<file path="src/hctc_pkg.sv">
// Package with register map, field layout, result codes and state encoding of the host channel controller.
package hctc_pkg;

  // ****************************************************************
  // Register indices (byte address is four times the index)
  // ****************************************************************
  localparam logic [9:0] IDX_CH0_RESULT = 10'h12e;
  localparam logic [9:0] IDX_CFG_PRI = 10'h130;
  localparam logic [9:0] IDX_CFG_SEC = 10'h131;
  localparam logic [9:0] IDX_PKT_LIMIT = 10'h140;
  localparam logic [9:0] IDX_BYTE_COUNT = 10'h141;
  localparam logic [9:0] IDX_EVENT_STAT = 10'h142;

  // ****************************************************************
  // Field positions
  // ****************************************************************
  localparam int CFG_RUN_BIT = 0;
  localparam int CFG_TOGGLE_BIT = 1;
  localparam int CFG_SPEED_LSB = 2;
  localparam int CFG_ACK_LSB = 4;
  localparam int CFG2_ULIM_BIT = 0;
  localparam int CFG2_AZL_BIT = 3;
  localparam int CFG2_TID_LSB = 6;
  localparam int RES_CODE_LSB = 4;
  localparam int EV_ACK_BIT = 0;
  localparam int EV_SIZE_BIT = 1;
  localparam int EV_HALT_BIT = 2;

  // ****************************************************************
  // Reset values
  // ****************************************************************
  localparam logic [7:0] CFG_PRI_RST = 8'h00;
  localparam logic [7:0] CFG_SEC_RST = 8'h00;
  localparam logic [9:0] PKT_LIMIT_RST = 10'h000;
  localparam logic [31:0] BYTE_COUNT_RST = 32'h0000_0000;

  // ****************************************************************
  // Encodings
  // ****************************************************************
  localparam logic [2:0] CODE_NO_ERROR = 3'h0;
  localparam logic [2:0] CODE_STALL = 3'h1;
  localparam logic [2:0] CODE_EXCESS_DATA = 3'h2;
  localparam logic [2:0] CODE_SHORT_DATA = 3'h3;
  localparam logic [2:0] CODE_RETRY_FAIL = 3'h4;
  localparam logic [1:0] TID_OUT = 2'h1;
  localparam logic [1:0] TID_IN = 2'h2;
  localparam logic [1:0] SPEED_HIGH = 2'h0;
  localparam logic [1:0] SPEED_FULL = 2'h1;
  localparam logic [4:0] ACK_TARGET_ZERO = 5'h10;

  // Channel sequencer states, Gray coded along idle, issue, wait.
  typedef enum logic [1:0] {
    HCTC_IDLE = 2'b00,
    HCTC_ISSUE = 2'b01,
    HCTC_WAIT = 2'b11
  } hctc_state_e;

endpackage : hctc_pkg

</file>
<file path="src/hctc_channel_ctrl.sv">
// Host channel transaction controller with its Avalon-MM register slave and link token port.
// Overview of operation
// - Clean transaction reports code 000.
// - STALL handshake reports code 001.
// - Too long packet or total reports 010.
// - CRC plus stuffing error is retry 100.
// - Short packet, wrong toggle: retry, not excess.
// - Short packet below remaining count reports 011.
// - Timeout, CRC, stuffing, PID, toggle errors retry.
// - ACK counter flags target; zero means sixteen.
// - Assist counts only data transport ACKs.
// - Speed 00 high, 01 full; never others. The field takes 10 and 11 as written and drives them out.
// - Toggle bit seeds and tracks data toggle.
// - Run bit starts, stops, shows activity.
// - Full count done sets flag, clears run.
// - Halt event clears run, keeps result code.
// - Stop finishes current transaction, then halts.
// - Stop keeps counts and settings; resume continues.
// - Direction 01 issues OUT, 10 IN.
// - Assist-started transfers ignore direction field.
// - Auto terminator adds OUT zero-length packet.
// - Unlimited mode ignores the byte count limit.
// - Count drops per good transaction; zero sends ZLP.
//
// Local design decision: the Avalon-MM interface to the registers.
`timescale 1ns/1ps
module hctc_channel_ctrl
  import hctc_pkg::*;
(
  // Clock and reset
  input wire logic mclk_in,
  input wire logic rst_in,
  // Avalon-MM register slave
  input wire logic [11:0] avs_address_in,
  input wire logic avs_read_in,
  input wire logic avs_write_in,
  input wire logic [31:0] avs_writedata_in,
  input wire logic [3:0] avs_byteenable_in,
  output logic [31:0] avs_readdata_out,
  output logic avs_waitrequest_out,
  // Token request toward the link
  output logic tok_req_out,
  output logic tok_is_in_out,
  output logic tok_toggle_out,
  output logic [1:0] tok_speed_out,
  output logic [9:0] tok_len_out,
  // Transaction outcome from the link
  input wire logic lnk_done_in,
  input wire logic lnk_ack_in,
  input wire logic lnk_stall_in,
  input wire logic lnk_timeout_in,
  input wire logic lnk_crc_err_in,
  input wire logic lnk_stuff_err_in,
  input wire logic lnk_pid_err_in,
  input wire logic lnk_rx_toggle_in,
  input wire logic [10:0] lnk_rx_len_in,
  // Mass-storage assist status
  input wire logic msa_run_in,
  input wire logic msa_started_in,
  input wire logic msa_is_in_in,
  input wire logic msa_data_phase_in
);

  // ****************************************************************
  // State
  // ****************************************************************
  typedef struct packed {
    hctc_state_e st;
    logic run;
    logic stop_pend;
    logic toggle;
    logic [3:0] ack_tgt;
    logic [1:0] speed;
    logic [1:0] token_direction_select;
    logic azl;
    logic ulim;
    logic [9:0] pkt_limit;
    logic [31:0] remain;
    logic [4:0] ack_cnt;
    logic [2:0] code;
    logic [2:0] ev;
    logic cur_in;
    logic by_msa;
    logic wait_n;
    logic [31:0] rdata;
    logic tok_req;
    logic [9:0] tok_len;
  } hctc_state_s;

  hctc_state_s s_r;
  hctc_state_s s_nxt;
  logic [2:0] res_code;
  logic normal_end;
  logic [4:0] ack_target;

  // Merge a 32-bit write into a register under its byte enables.
  function automatic logic [31:0] be_merge(input logic [31:0] old_v, input logic [31:0] new_v,
                                           input logic [3:0] be);
    logic [31:0] r;
    r = old_v;
    for (int i = 0; i < 4; i++) begin
      if (be[i]) begin
        r[i*8 +: 8] = new_v[i*8 +: 8];
      end
    end
    return r;
  endfunction : be_merge

  // Packet limit in unlimited mode, else the smaller of it and the remaining count, as the next OUT length.
  function automatic logic [9:0] next_len(input logic [31:0] remain, input logic [9:0] lim, input logic ulim);
    if (ulim || (remain >= {22'h000000, lim})) begin
      return lim;
    end
    return remain[9:0];
  endfunction : next_len

  // Outcome classification of the transaction in flight.
  hctc_result_classifier u_classify (
    .is_in_in(s_r.cur_in),
    .exp_toggle_in(s_r.toggle),
    .pkt_limit_in(s_r.pkt_limit),
    .remain_in(s_r.remain),
    .unlimited_in(s_r.ulim),
    .ack_in(lnk_ack_in),
    .stall_in(lnk_stall_in),
    .timeout_in(lnk_timeout_in),
    .crc_err_in(lnk_crc_err_in),
    .stuff_err_in(lnk_stuff_err_in),
    .pid_err_in(lnk_pid_err_in),
    .rx_toggle_in(lnk_rx_toggle_in),
    .rx_len_in(lnk_rx_len_in),
    .code_out(res_code)
  );

  // A zero target stands for sixteen ACKs.
  assign ack_target = (s_r.ack_tgt == 4'h0) ? ACK_TARGET_ZERO : {1'b0, s_r.ack_tgt};
  assign normal_end = (s_r.st == HCTC_WAIT) && lnk_done_in && (res_code == CODE_NO_ERROR);

  // ****************************************************************
  // Next-state logic
  // ****************************************************************
  // Bus access first, then the sequencer; hardware-set event bits win over a same-cycle clear.
  always_comb begin
    logic [2:0] ev_set;
    logic [2:0] ev_clr;
    logic [9:0] idx;
    logic [31:0] rd;
    logic [31:0] done_len;
    logic [31:0] left;
    logic [31:0] lim_merge;
    ev_set = 3'h0;
    ev_clr = 3'h0;
    idx = avs_address_in[11:2];
    rd = 32'h0000_0000;
    done_len = 32'h0000_0000;
    left = 32'h0000_0000;
    lim_merge = be_merge({22'h000000, s_r.pkt_limit}, avs_writedata_in, avs_byteenable_in);
    s_nxt = s_r;
    s_nxt.tok_req = 1'b0;
    s_nxt.wait_n = 1'b0;
    // Register read mux; unmapped words read as zero and are still answered.
    if (idx == IDX_CH0_RESULT) begin
      rd = {24'h000000, 1'b0, s_r.code, 4'h0};
    end else if (idx == IDX_CFG_PRI) begin
      rd = {24'h000000, s_r.ack_tgt, s_r.speed, s_r.toggle, s_r.run};
    end else if (idx == IDX_CFG_SEC) begin
      rd = {24'h000000, s_r.token_direction_select, 2'h0, s_r.azl, 2'h0, s_r.ulim};
    end else if (idx == IDX_PKT_LIMIT) begin
      rd = {22'h000000, s_r.pkt_limit};
    end else if (idx == IDX_BYTE_COUNT) begin
      rd = s_r.remain;
    end else if (idx == IDX_EVENT_STAT) begin
      rd = {29'h00000000, s_r.ev};
    end
    // One wait cycle, then the answer; writes take effect on the answering edge.
    if ((avs_read_in || avs_write_in) && !s_r.wait_n) begin
      s_nxt.wait_n = 1'b1;
      s_nxt.rdata = rd;
    end
    if (avs_write_in && s_r.wait_n && avs_byteenable_in[0]) begin
      if (idx == IDX_CFG_PRI) begin
        s_nxt.ack_tgt = avs_writedata_in[CFG_ACK_LSB +: 4];
        s_nxt.speed = avs_writedata_in[CFG_SPEED_LSB +: 2];
        s_nxt.toggle = avs_writedata_in[CFG_TOGGLE_BIT];
        if (avs_writedata_in[CFG_RUN_BIT]) begin
          s_nxt.run = 1'b1;
          s_nxt.stop_pend = 1'b0;
        end else if (s_r.st != HCTC_IDLE) begin
          s_nxt.stop_pend = 1'b1;
        end else begin
          s_nxt.run = 1'b0;
        end
      end else if (idx == IDX_CFG_SEC) begin
        s_nxt.token_direction_select = avs_writedata_in[CFG2_TID_LSB +: 2];
        s_nxt.azl = avs_writedata_in[CFG2_AZL_BIT];
        s_nxt.ulim = avs_writedata_in[CFG2_ULIM_BIT];
      end else if (idx == IDX_EVENT_STAT) begin
        ev_clr = avs_writedata_in[2:0];
      end
    end
    if (avs_write_in && s_r.wait_n) begin
      if (idx == IDX_PKT_LIMIT) begin
        s_nxt.pkt_limit = lim_merge[9:0];
      end else if (idx == IDX_BYTE_COUNT) begin
        s_nxt.remain = be_merge(s_r.remain, avs_writedata_in, avs_byteenable_in);
      end
    end
    // Channel sequencer.
    case (s_r.st)
      HCTC_IDLE: begin
        if (s_r.run && !s_r.stop_pend) begin
          s_nxt.st = HCTC_ISSUE;
        end
      end
      HCTC_ISSUE: begin
        // Assist-started transfers take their direction from the assist, not the field.
        s_nxt.by_msa = msa_run_in && msa_started_in;
        s_nxt.cur_in = (msa_run_in && msa_started_in) ? msa_is_in_in : (s_r.token_direction_select == TID_IN);
        // A zero remaining count yields a zero-length OUT packet.
        s_nxt.tok_len = next_len(s_r.remain, s_r.pkt_limit, s_r.ulim);
        s_nxt.tok_req = 1'b1;
        s_nxt.st = HCTC_WAIT;
      end
      HCTC_WAIT: begin
        if (lnk_done_in) begin
          s_nxt.code = res_code;
          s_nxt.st = HCTC_IDLE;
          if (res_code == CODE_NO_ERROR) begin
            done_len = s_r.cur_in ? {21'h000000, lnk_rx_len_in} : {22'h000000, s_r.tok_len};
            left = s_r.ulim ? s_r.remain : (s_r.remain - done_len);
            s_nxt.remain = left;
            s_nxt.toggle = !s_r.toggle;
            // During assist operation only data transport phases count.
            if (!s_r.by_msa || msa_data_phase_in) begin
              if ((s_r.ack_cnt + 5'h01) == ack_target) begin
                ev_set[EV_ACK_BIT] = 1'b1;
                s_nxt.ack_cnt = 5'h00;
              end else begin
                s_nxt.ack_cnt = s_r.ack_cnt + 5'h01;
              end
            end
            // The terminating zero-length packet is sent only after a full-size final OUT packet.
            if (!s_r.ulim && (left == 32'h0000_0000) &&
                !(s_r.azl && !s_r.cur_in && (s_r.tok_len == s_r.pkt_limit) && (s_r.tok_len != 10'h000))) begin
              ev_set[EV_SIZE_BIT] = 1'b1;
              s_nxt.run = 1'b0;
              s_nxt.stop_pend = 1'b0;
            end else if (s_r.stop_pend) begin
              ev_set[EV_HALT_BIT] = 1'b1;
              s_nxt.run = 1'b0;
              s_nxt.stop_pend = 1'b0;
            end
          end else begin
            ev_set[EV_HALT_BIT] = 1'b1;
            s_nxt.run = 1'b0;
            s_nxt.stop_pend = 1'b0;
          end
        end
      end
      default: begin
        s_nxt.st = HCTC_IDLE;
      end
    endcase
    s_nxt.ev = (s_r.ev & ~ev_clr) | ev_set;
  end

  // ****************************************************************
  // State register
  // ****************************************************************
  // Synchronous reset leaves the channel stopped with every setting at its reset value.
  always_ff @(posedge mclk_in) begin
    if (rst_in) begin
      s_r <= '0;
      s_r.st <= HCTC_IDLE;
      s_r.ack_tgt <= CFG_PRI_RST[CFG_ACK_LSB +: 4];
      s_r.speed <= CFG_PRI_RST[CFG_SPEED_LSB +: 2];
      s_r.toggle <= CFG_PRI_RST[CFG_TOGGLE_BIT];
      s_r.run <= CFG_PRI_RST[CFG_RUN_BIT];
      s_r.token_direction_select <= CFG_SEC_RST[CFG2_TID_LSB +: 2];
      s_r.azl <= CFG_SEC_RST[CFG2_AZL_BIT];
      s_r.ulim <= CFG_SEC_RST[CFG2_ULIM_BIT];
      s_r.pkt_limit <= PKT_LIMIT_RST;
      s_r.remain <= BYTE_COUNT_RST;
      s_r.code <= CODE_NO_ERROR;
    end else begin
      s_r <= s_nxt;
    end
  end

  // Every output is a flip-flop of the state, except waitrequest, which is the inverse of wait_n.
  assign avs_readdata_out = s_r.rdata;
  assign avs_waitrequest_out = !s_r.wait_n;
  assign tok_req_out = s_r.tok_req;
  assign tok_is_in_out = s_r.cur_in;
  assign tok_toggle_out = s_r.toggle;
  assign tok_speed_out = s_r.speed;
  assign tok_len_out = s_r.tok_len;

  // ****************************************************************
  // Assertions
  // ****************************************************************
  property p_code_legal;
    @(posedge mclk_in) disable iff (rst_in) s_r.code <= CODE_RETRY_FAIL;
  endproperty
  a_code_legal: assert property (p_code_legal) else $error("reserved result code");

  property p_stall_code;
    @(posedge mclk_in) disable iff (rst_in)
      (s_r.st == HCTC_WAIT && lnk_done_in && lnk_stall_in && !lnk_crc_err_in && !lnk_stuff_err_in &&
       !lnk_timeout_in && !lnk_pid_err_in) |=> (s_r.code == CODE_STALL) && !s_r.run;
  endproperty
  a_stall_code: assert property (p_stall_code) else $error("stall not reported");

  property p_dual_err;
    @(posedge mclk_in) disable iff (rst_in)
      (s_r.st == HCTC_WAIT && lnk_done_in && lnk_crc_err_in && lnk_stuff_err_in) |=> s_r.code == CODE_RETRY_FAIL;
  endproperty
  a_dual_err: assert property (p_dual_err) else $error("dual error not retry");

  property p_toggle_flip;
    @(posedge mclk_in) disable iff (rst_in) normal_end |=> s_r.toggle != $past(s_r.toggle);
  endproperty
  a_toggle_flip: assert property (p_toggle_flip) else $error("toggle not advanced");

  property p_ack_target;
    @(posedge mclk_in) disable iff (rst_in)
      $rose(s_r.ev[EV_ACK_BIT]) |-> ($past(s_r.ack_cnt) + 5'h01) == $past(ack_target) && s_r.ack_cnt == 5'h00;
  endproperty
  a_ack_target: assert property (p_ack_target) else $error("ack flag off target");

  property p_size_done;
    @(posedge mclk_in) disable iff (rst_in)
      $rose(s_r.ev[EV_SIZE_BIT]) |-> !s_r.run && s_r.st == HCTC_IDLE && (s_r.remain == 32'h0000_0000);
  endproperty
  a_size_done: assert property (p_size_done) else $error("size completion wrong");

  property p_halt_run;
    @(posedge mclk_in) disable iff (rst_in) $rose(s_r.ev[EV_HALT_BIT]) |-> !s_r.run ##1 !s_r.tok_req;
  endproperty
  a_halt_run: assert property (p_halt_run) else $error("halt left run set");

  property p_issue_dir;
    @(posedge mclk_in) disable iff (rst_in)
      (s_r.st == HCTC_ISSUE && !(msa_run_in && msa_started_in)) |=>
        tok_req_out && (tok_is_in_out == ($past(s_r.token_direction_select) == TID_IN)) ##1 !tok_req_out;
  endproperty
  a_issue_dir: assert property (p_issue_dir) else $error("token direction wrong");

  property p_stop_finish;
    @(posedge mclk_in) disable iff (rst_in)
      (s_r.stop_pend && s_r.st == HCTC_WAIT && normal_end && !s_nxt.ev[EV_SIZE_BIT]) |=>
        s_r.ev[EV_HALT_BIT] && !s_r.run && (s_r.code == CODE_NO_ERROR);
  endproperty
  a_stop_finish: assert property (p_stop_finish) else $error("stop did not halt");

endmodule : hctc_channel_ctrl

</file>
<file path="src/hctc_result_classifier.sv">
// Combinational classifier that turns a transaction outcome into a completion result code.
`timescale 1ns/1ps
module hctc_result_classifier
  import hctc_pkg::*;
(
  // Transaction context
  input wire logic is_in_in,
  input wire logic exp_toggle_in,
  input wire logic [9:0] pkt_limit_in,
  input wire logic [31:0] remain_in,
  input wire logic unlimited_in,
  // Link outcome
  input wire logic ack_in,
  input wire logic stall_in,
  input wire logic timeout_in,
  input wire logic crc_err_in,
  input wire logic stuff_err_in,
  input wire logic pid_err_in,
  input wire logic rx_toggle_in,
  input wire logic [10:0] rx_len_in,
  // Result
  output logic [2:0] code_out
);

  logic short_pkt;
  logic long_pkt;
  logic over_total;

  // Length comparisons shared by the overrun and underrun decisions.
  assign short_pkt = rx_len_in < {1'b0, pkt_limit_in};
  assign long_pkt = rx_len_in > {1'b0, pkt_limit_in};
  assign over_total = !unlimited_in && ({21'h000000, rx_len_in} > remain_in);

  // ****************************************************************
  // Priority of outcomes
  // ****************************************************************
  // Line errors win over every size outcome, so a combined CRC and stuffing fault never reads as overrun.
  always_comb begin
    code_out = CODE_NO_ERROR;
    if ((crc_err_in && stuff_err_in) || crc_err_in || stuff_err_in || timeout_in || pid_err_in) begin
      code_out = CODE_RETRY_FAIL;
    end else if (stall_in) begin
      code_out = CODE_STALL;
    end else if (!is_in_in) begin
      if (!ack_in) begin
        code_out = CODE_RETRY_FAIL;
      end
    end else if (long_pkt) begin
      code_out = CODE_EXCESS_DATA;
    end else if (rx_toggle_in != exp_toggle_in) begin
      code_out = CODE_RETRY_FAIL;
    end else if (over_total) begin
      code_out = CODE_EXCESS_DATA;
    end else if (short_pkt && ({21'h000000, rx_len_in} < remain_in)) begin
      code_out = CODE_SHORT_DATA;
    end
  end

endmodule : hctc_result_classifier

</file>
<file path="config.mk">
export PLATFORM = sky130hd
export DESIGN_NAME = hctc_channel_ctrl
export DESIGN_NICKNAME = d
export VERILOG_FILES = /design/src/hctc_pkg.sv /design/src/hctc_channel_ctrl.sv /design/src/hctc_result_classifier.sv
export SDC_FILE = /design/constraint.sdc
export NUM_CORES = 1
export LEC_CHECK = 0
export BUFFER_PORTS_ARGS = -buffer_cell sky130_fd_sc_hd__buf_2
export CAP_MARGIN = 15
export CORE_ASPECT_RATIO = 0.9
export CORE_MARGIN = 2
export CORE_UTILIZATION = 45
export DETAILED_ROUTE_END_ITERATION = 8
export PLACE_DENSITY_LB_ADDON = 0.25
export SETUP_SLACK_MARGIN = 0.02
export SYNTH_ARGS = -nofsm -noshare
export SYNTH_HDL_FRONTEND = slang
export SYNTH_SLANG_ARGS = --single-unit
</file>
<file path="constraint.sdc">
create_clock -name mclk_in -period 11.7 [get_ports mclk_in]
set_clock_uncertainty 0.15 [all_clocks]
set_input_delay 1.17 -clock mclk_in [delete_from_list [all_inputs] [get_ports mclk_in]]
set_output_delay 1.17 -clock mclk_in [all_outputs]
set_load 0.1 [all_outputs]
</file>
== After elaboration in Yosys (flattened, before gate mapping) ==
Index checks and enable logic that the tools add are counted.
Storage, ports and cells
  memories: 0
  ROM bits: 0
  bits of input ports: 75
  register bits after elaboration: 114
  RAM bits: 0
  bits in latches: 0
  output and inout bits: 48
Cells by class
  multiplexer cells: 64
  equal/unequal tests: 14
  magnitude comparators: 5
  reductions and logical operators: 40
  $add $sub $neg: 2
  shifts and indexed selects: 0
  divide/modulo/power cells: 0
  multiply operators: 0
  bitwise gates (word level): 4
Operators with widths (count)
  2-to-1 mux 32 bit: 9
  2-to-1 mux 40 bit: 2
  == test 10 x 9 -> 1 bit, second input constant: 6
  2-to-1 mux 3 bit: 15
  2-to-1 mux 37 bit: 1
  2-to-1 mux 33 bit: 1
  greater-or-equal comparator 32 x 10 -> 1 bit: 1
  greater-than comparator 11 x 32 -> 1 bit: 1
  logical NOT 32 bit: 1
  < comparator 11 x 32 -> 1 bit: 1
  2-to-1 mux 8 bit: 4
  subtractor 32 x 11 -> 32 bit: 1
  2-to-1 mux 11 bit: 2
  2-to-1 mux 10 bit: 2
  2-to-1 mux 5 bit: 4
  2-to-1 mux 2 bit: 7
  logical AND 1 bit: 13
  2-to-1 mux 13 bit: 1
  2-to-1 mux 1 bit: 12
  greater-than comparator 11 x 10 -> 1 bit: 1
  < comparator 11 x 10 -> 1 bit: 1
  == test 10 bit: 1
  nonzero test 10 bit: 1
  2-to-1 mux 9 bit: 1
  21 further kinds: 40

== Logic depth before layout (Yosys ltp) ==
  depth in word-level cells: 14
  mapped depth: 14
  gate-level depth less buffers: 12

== By module ==
From an unflattened synthesis, not the netlist that was laid out.
Unflattened totals
  cells, all modules: 999
  area, all modules: 7901.3 sq um
By module, submodules not included
  hctc_channel_ctrl: cells an instance 903, area each 7189.4 sq um, instances 1, seq. area each 2282.2 sq um
  hctc_result_classifier: cells an instance 96, area each 711.9 sq um, instances 1, seq. area each 0.0 sq um

== Worst setup path after synthesis ==
Ideal clock, no wire load.
  path type: reg2reg
  start: register s_r (netlist bit tok_is_in_out)
  end: register s_r[47] (netlist bit)
  data arrival time: 4489 ps
  required time: 11480 ps
  clock period less this slack: 4709 ps
  setup slack: 6991 ps
  path buffers: 2
  library setup time: 70 ps
  cell stages (with the launch flop): 14
  cell sequence: dfxtp_1 clkbuf_1 clkbuf_1 mux2i_1 ha_1 or2_2 o2111ai_2 a311oi_4 nor4_1 xnor2_1 nand4_1 or4_4 or3_1 a21oi_1
On the way
  cells in the longest elaborated chain, start to end: 11
  elaborated cells between the ends (all ways): 20
  classes of those cells: add/sub (1); mux (9); bitwise (1); reduce/logical (9)
RTL lines
  start: declaration: RTL line hctc_channel_ctrl.sv:90  | hctc_state_s s_r;
  start signal: assignment: RTL line hctc_channel_ctrl.sv:286  | s_r <= s_nxt;
  2-to-1 mux 11 bit or logical NOT 1 bit (tied branches)
  subtractor 32 x 11 -> 32 bit or logical AND 1 bit (tied branches): RTL line hctc_channel_ctrl.sv:230, hctc_channel_ctrl.sv:244
  2-to-1 mux 32 bit or logical AND 1 bit (tied branches): RTL line hctc_channel_ctrl.sv:230, hctc_channel_ctrl.sv:244
  logical NOT 32 bit or logical AND 1 bit (tied branches): RTL line hctc_channel_ctrl.sv:243, hctc_channel_ctrl.sv:244
  logical AND 1 bit or logical NOT 1 bit (tied branches): RTL line hctc_channel_ctrl.sv:243, hctc_channel_ctrl.sv:244
  logical AND 1 bit: RTL line hctc_channel_ctrl.sv:243  | if (!s_r.ulim && (left == 32'h0000_0000) &&
  2-to-1 mux 1 bit: RTL line hctc_channel_ctrl.sv:243
  2-to-1 mux 2 bit (*): RTL line hctc_channel_ctrl.sv:228  | if (res_code == CODE_NO_ERROR) begin
  2-to-1 mux 3 bit (*): RTL line hctc_channel_ctrl.sv:225  | if (lnk_done_in) begin
  2-to-1 mux 3 bit (*): RTL line hctc_channel_ctrl.sv:209  | case (s_r.st)
  bitwise OR 3 bit (*): RTL line hctc_channel_ctrl.sv:264  | s_nxt.ev = (s_r.ev & ~ev_clr) | ev_set;
Every way passes the cells marked *; elsewhere a longest branch is shown, timed or not.
A chain may end at the register's enable or synchronous reset.

== Final worst setup path ==
  start: input port lnk_rx_len_in[0]
  end: register s_r[111] (netlist bit)
On the way
  cells in the longest elaborated chain, start to end: 13
  elaborated cells between the ends (all ways): 24
  classes of those cells: add/sub (1); order compare (4); mux (13); reduce/logical (6)
RTL lines
  start: declaration: RTL line hctc_channel_ctrl.sv:56  | input wire logic [10:0] lnk_rx_len_in,
  < comparator 11 x 32 -> 1 bit or < comparator 11 x 10 -> 1 bit (tied branches): RTL line hctc_result_classifier.sv:54, hctc_result_classifier.sv:30
  logical AND 1 bit: RTL line hctc_result_classifier.sv:54  | end else if (short_pkt && ({21'h000000, rx_len_in} < remain_in)) begin
  2-to-1 mux 2 bit: RTL line hctc_result_classifier.sv:54
  2-to-1 mux 3 bit: RTL line hctc_result_classifier.sv:52  | end else if (over_total) begin
  2-to-1 mux 3 bit: RTL line hctc_result_classifier.sv:50  | end else if (rx_toggle_in != exp_toggle_in) begin
  2-to-1 mux 3 bit: RTL line hctc_result_classifier.sv:48  | end else if (long_pkt) begin
  2-to-1 mux 3 bit: RTL line hctc_result_classifier.sv:44  | end else if (!is_in_in) begin
  2-to-1 mux 3 bit: RTL line hctc_result_classifier.sv:42  | end else if (stall_in) begin
  2-to-1 mux 3 bit: RTL line hctc_result_classifier.sv:40  | if ((crc_err_in && stuff_err_in) || crc_err_in || stuff_err_in || timeout_in || pid_err_in) begin
  logical NOT 3 bit: RTL line hctc_channel_ctrl.sv:228
  2-to-1 mux 2 bit (*): RTL line hctc_channel_ctrl.sv:228
  2-to-1 mux 5 bit (*): RTL line hctc_channel_ctrl.sv:225
  2-to-1 mux 3 bit (*): RTL line hctc_channel_ctrl.sv:209
Every way passes the cells marked *; elsewhere a longest branch is shown, timed or not. The select of a mux whose other input is x is not followed.

==> results.sh <==
export IMPL_run_status="complete, no violations"
export IMPL_grt_setup_unrepaired="false"
export IMPL_area_sequential_sq_um=2280
export IMPL_placement_rows=45
export IMPL_startpoint_type="input port"
export IMPL_chipHeight_um=128
export IMPL_floorplan_die_width_um=142
export IMPL_htree_num_levels=4
export IMPL_cts_resized=0
export IMPL_ant_diodes=0
export IMPL_finalHoldViolations=0
export IMPL_detailedRoute_firstPassIterationCount=5
export IMPL_post_route_cells_drive_above_1_share=0.192
export IMPL_min_delay_start="s_r[47]"
export IMPL_largest_net_degree_at_the_start_of_global_routing=98
export IMPL_timing_critical_path_fanout_max=5
export IMPL_placed_cells=1211
export IMPL_r2r_setup_slack_ps=7570
export IMPL_synthFlopType="dfxtp_1"
export IMPL_cts_setup_buffers=0
export IMPL_max_freq_mhz=223
export IMPL_num_fill_cells=1651
export IMPL_globalRouteOverflowTotal=0
export IMPL_nets=1138
export IMPL_worst_pin_slew_ps=1040
export IMPL_multi_input_comb_area_sq_um=4810
export IMPL_post_drt_wl_per_cell_um=18.7
export IMPL_layout_area_overhead_vs_synth_pct=13.6
export IMPL_core_sq_um=16900
export IMPL_number_of_buffers_added_to_fix_hold_violations_after_cts=0
export IMPL_setup_ws_ps=7210
export IMPL_synthesis_yosys_warnings=0
export IMPL_cp_required_ps=11830
export IMPL_number_of_antenna_violations_at_the_first_check_in_global_routing=0
export IMPL_worst_r2r_cell_count=13
export IMPL_initial_util=0.459
export IMPL_synth_edff_count=0
export IMPL_hold_depth=2
export IMPL_placement_cell_area_sq_um=8140
export IMPL_wire_length_of_the_first_global_routing_pass_um=36300
export IMPL_place_hpwl_um=17300
export IMPL_netlist_cell_type_count=80
export IMPL_vias_per_cell=5.92
export IMPL_tightest_slew_margin_relative_to_the_limit=0.306
export IMPL_setup_violations=0
export IMPL_seq_area_frac_synth=0.295
export IMPL_postSynthCellCount=961
export IMPL_synthesis_area_per_instance_sq_um=8.06
export IMPL_routabilityCongestion=0.929
export IMPL_async_reset_ff_frac=0
export IMPL_die_area_sq_um=18300
export IMPL_rr_startpoint="tok_is_in_out"
export IMPL_portBuffers=120
export IMPL_dp_worst_setup_slack_ps=6840
export IMPL_crit_path_start="lnk_rx_len_in[0]"
export IMPL_drc=0
export IMPL_postSynthNetCount=1080
export IMPL_cap_viol_max_count=0
export IMPL_routed_wirelength_um=23200
export IMPL_yosys_register_bits=114
export IMPL_crit_arrival_ps=4620
export IMPL_clock_insertion_delay_worst_skew_ps=420
export IMPL_first_iter_violations=718
export IMPL_stdcell_area_sq_um=8800
export IMPL_clk_transition_reported_paths_ps=60
export IMPL_worstSetupEndpointType="flop"
export IMPL_hold_path_class="reg -> reg"
export IMPL_tritoncts="done"
export IMPL_final_min_period_over_clock_period=0.384
export IMPL_grt_total_usage=0.255
export IMPL_final_std_cells_w_o_fill=1242
export IMPL_worst_hold_path_endpoint="s_r[47]"
export IMPL_root_cell_of_the_clock_tree="clkbuf_16"
export IMPL_total_power_density_per_cell_area_nw_per_um2=118
export IMPL_final_antenna_net_count=0
export IMPL_ioPinCount=123
export IMPL_slew_violations=0
export IMPL_cts_buffers_inserted=17
export IMPL_clk_path_buf_depth=2
export IMPL_setup_worst_path_class="in -> reg"
export IMPL_total_leakage_power_nw=3.60
export IMPL_syn_cell_area_sq_um=7750
export IMPL_critical_path_reg2reg_endpoint="s_r[111]"
export IMPL_dr_total_vias=7356
export IMPL_setup_tns_ps=0
export IMPL_period_minus_slack_ps=4490
export IMPL_clock_sinks=114
export IMPL_number_of_global_route_vias_before_repair=6640
export IMPL_irDropWorstVdd_uv=105
-- how the worst max path moves through the flow --
stage | slack (ps) | to | depth (start not counted)
after floorplan | 6990 | s_r[47] | 13
after global placement | 6890 | s_r[110] | 13
after detailed placement | 6840 | s_r[110] | 13
after CTS | 7250 | s_r[111] | 13
after global routing | 7080 | s_r[111] | 13
final | 7210 | s_r[111] | 13
-- cell usage after synthesis (all sizes together) (4+ instances only) --
library cell,count,area (sq um)
a2111oi,4,47.6
a211oi,31,248
a21o,8,60.1
a21oi,67,343
a222oi,4,40.0
a22oi,32,240
a311oi,4,52.6
a31oi,5,31.3
a32oi,5,43.8
and2,7,43.8
and3,16,100
buf,58,429
clkbuf,32,120
dfxtp,114,2280
ha,43,538
inv,31,116
mux2i,44,444
nand2,71,267
nand2b,7,43.8
nand3,29,155
nand3b,6,45.0
nand4,9,62.6
nor2,120,450
nor2b,4,25.0
nor3,33,175
nor3b,7,52.6
nor4,25,171
o21a,4,30.0
o21ai,45,240
o31ai,5,37.5
or2,5,31.3
or3,9,66.3
xnor2,18,158
xor2,16,140
-- worst max-delay path, stage by stage --
cell      delay [ps]
buf_2            100
mux2_2           280
ha_1             210
fa_1             410
nand2b_1         190
a211oi_2         350
o21ai_2          180
o21ai_1          270
xor2_1           190
nand4_1          150
or4_4            590
o311ai_1         410
a21oi_1          100
-- per-layer routing --
metal | part of all wire | vias to the layer above | track usage | wire (um)
met1 | 0.47 | 3425 | 0.372 | 10800
met5 | 0 | - | 0 | 0
met3 | 0.085 | 26 | 0.0528 | 1970
li1 | - | 3606 | - | -
met2 | 0.43 | 299 | 0.385 | 10100
met4 | 0.013 | 0 | 0.0623 | 310
-- cells in the final DEF (no fill, tap or decap), drive strengths merged, types with 16 or more instances in the layout --
cell	count
inv	32
mux2i	44
nor4	25
nand2	71
and3	16
a21oi	67
nor2	120
clkbuf	19
nor3	33
o21ai	45
a211oi	31
dfxtp	114
ha	43
buf	129
a22oi	32
xnor2	18
xor2	16
nand3	29
-- final cells by class --
| class | instances | share of cell area |
|---|---|---|
| Multi-Input combinational cell | 726 | 0.547 |
| Clock inverter | 12 | 0.0233 |
| Sequential cell | 114 | 0.259 |
| Clock buffer | 19 | 0.0515 |
| Timing Repair Buffer | 129 | 0.0759 |
| Inverter | 31 | 0.0132 |
| Tap cell | 211 | 0.0300 |
-- power by group --
group / internal, mW / switching (mW)
registers: 0.390 / 0.00112
clock network: 0.389 / 0.194
logic: 0.0190 / 0.0437
total: 0.798 / 0.239
-- registers in the layout, summed over array words and instances (netlist names) --
register / count
tok_toggle_out: 1
tok_speed_out: 2
tok_is_in_out: 1
tok_len_out: 10
avs_readdata_out: 32
tok_req_out: 1
s_r: 67
-- kinds of logic after synthesis --
family | after synthesis | share of synthesized area
AO/OA/AOI/OAI | 243 | 0.216
XOR/XNOR | 34 | 0.0384
adder cells (fa/ha/maj) | 44 | 0.0720
buffers and inverters | 121 | 0.0859
flip-flops | 114 | 0.295
multiplexers | 47 | 0.0617
AND/OR/NAND/NOR | 358 | 0.231
-- metrics by stage --
| step | hold slack [ps] | power, mW | util |
|---|---|---|---|
| floorplan | 282 | 0.436 | - |
| global placement | 302 | 0.461 | 0.482 |
| detailed placement | 301 | 0.462 | 0.482 |
| CTS | 307 | 1.04 | 0.521 |
| global route | 329 | 1.06 | 0.521 |
| finish | 304 | 1.04 | 0.521 |
Note: power is estimated with default switching activity, not from simulation.
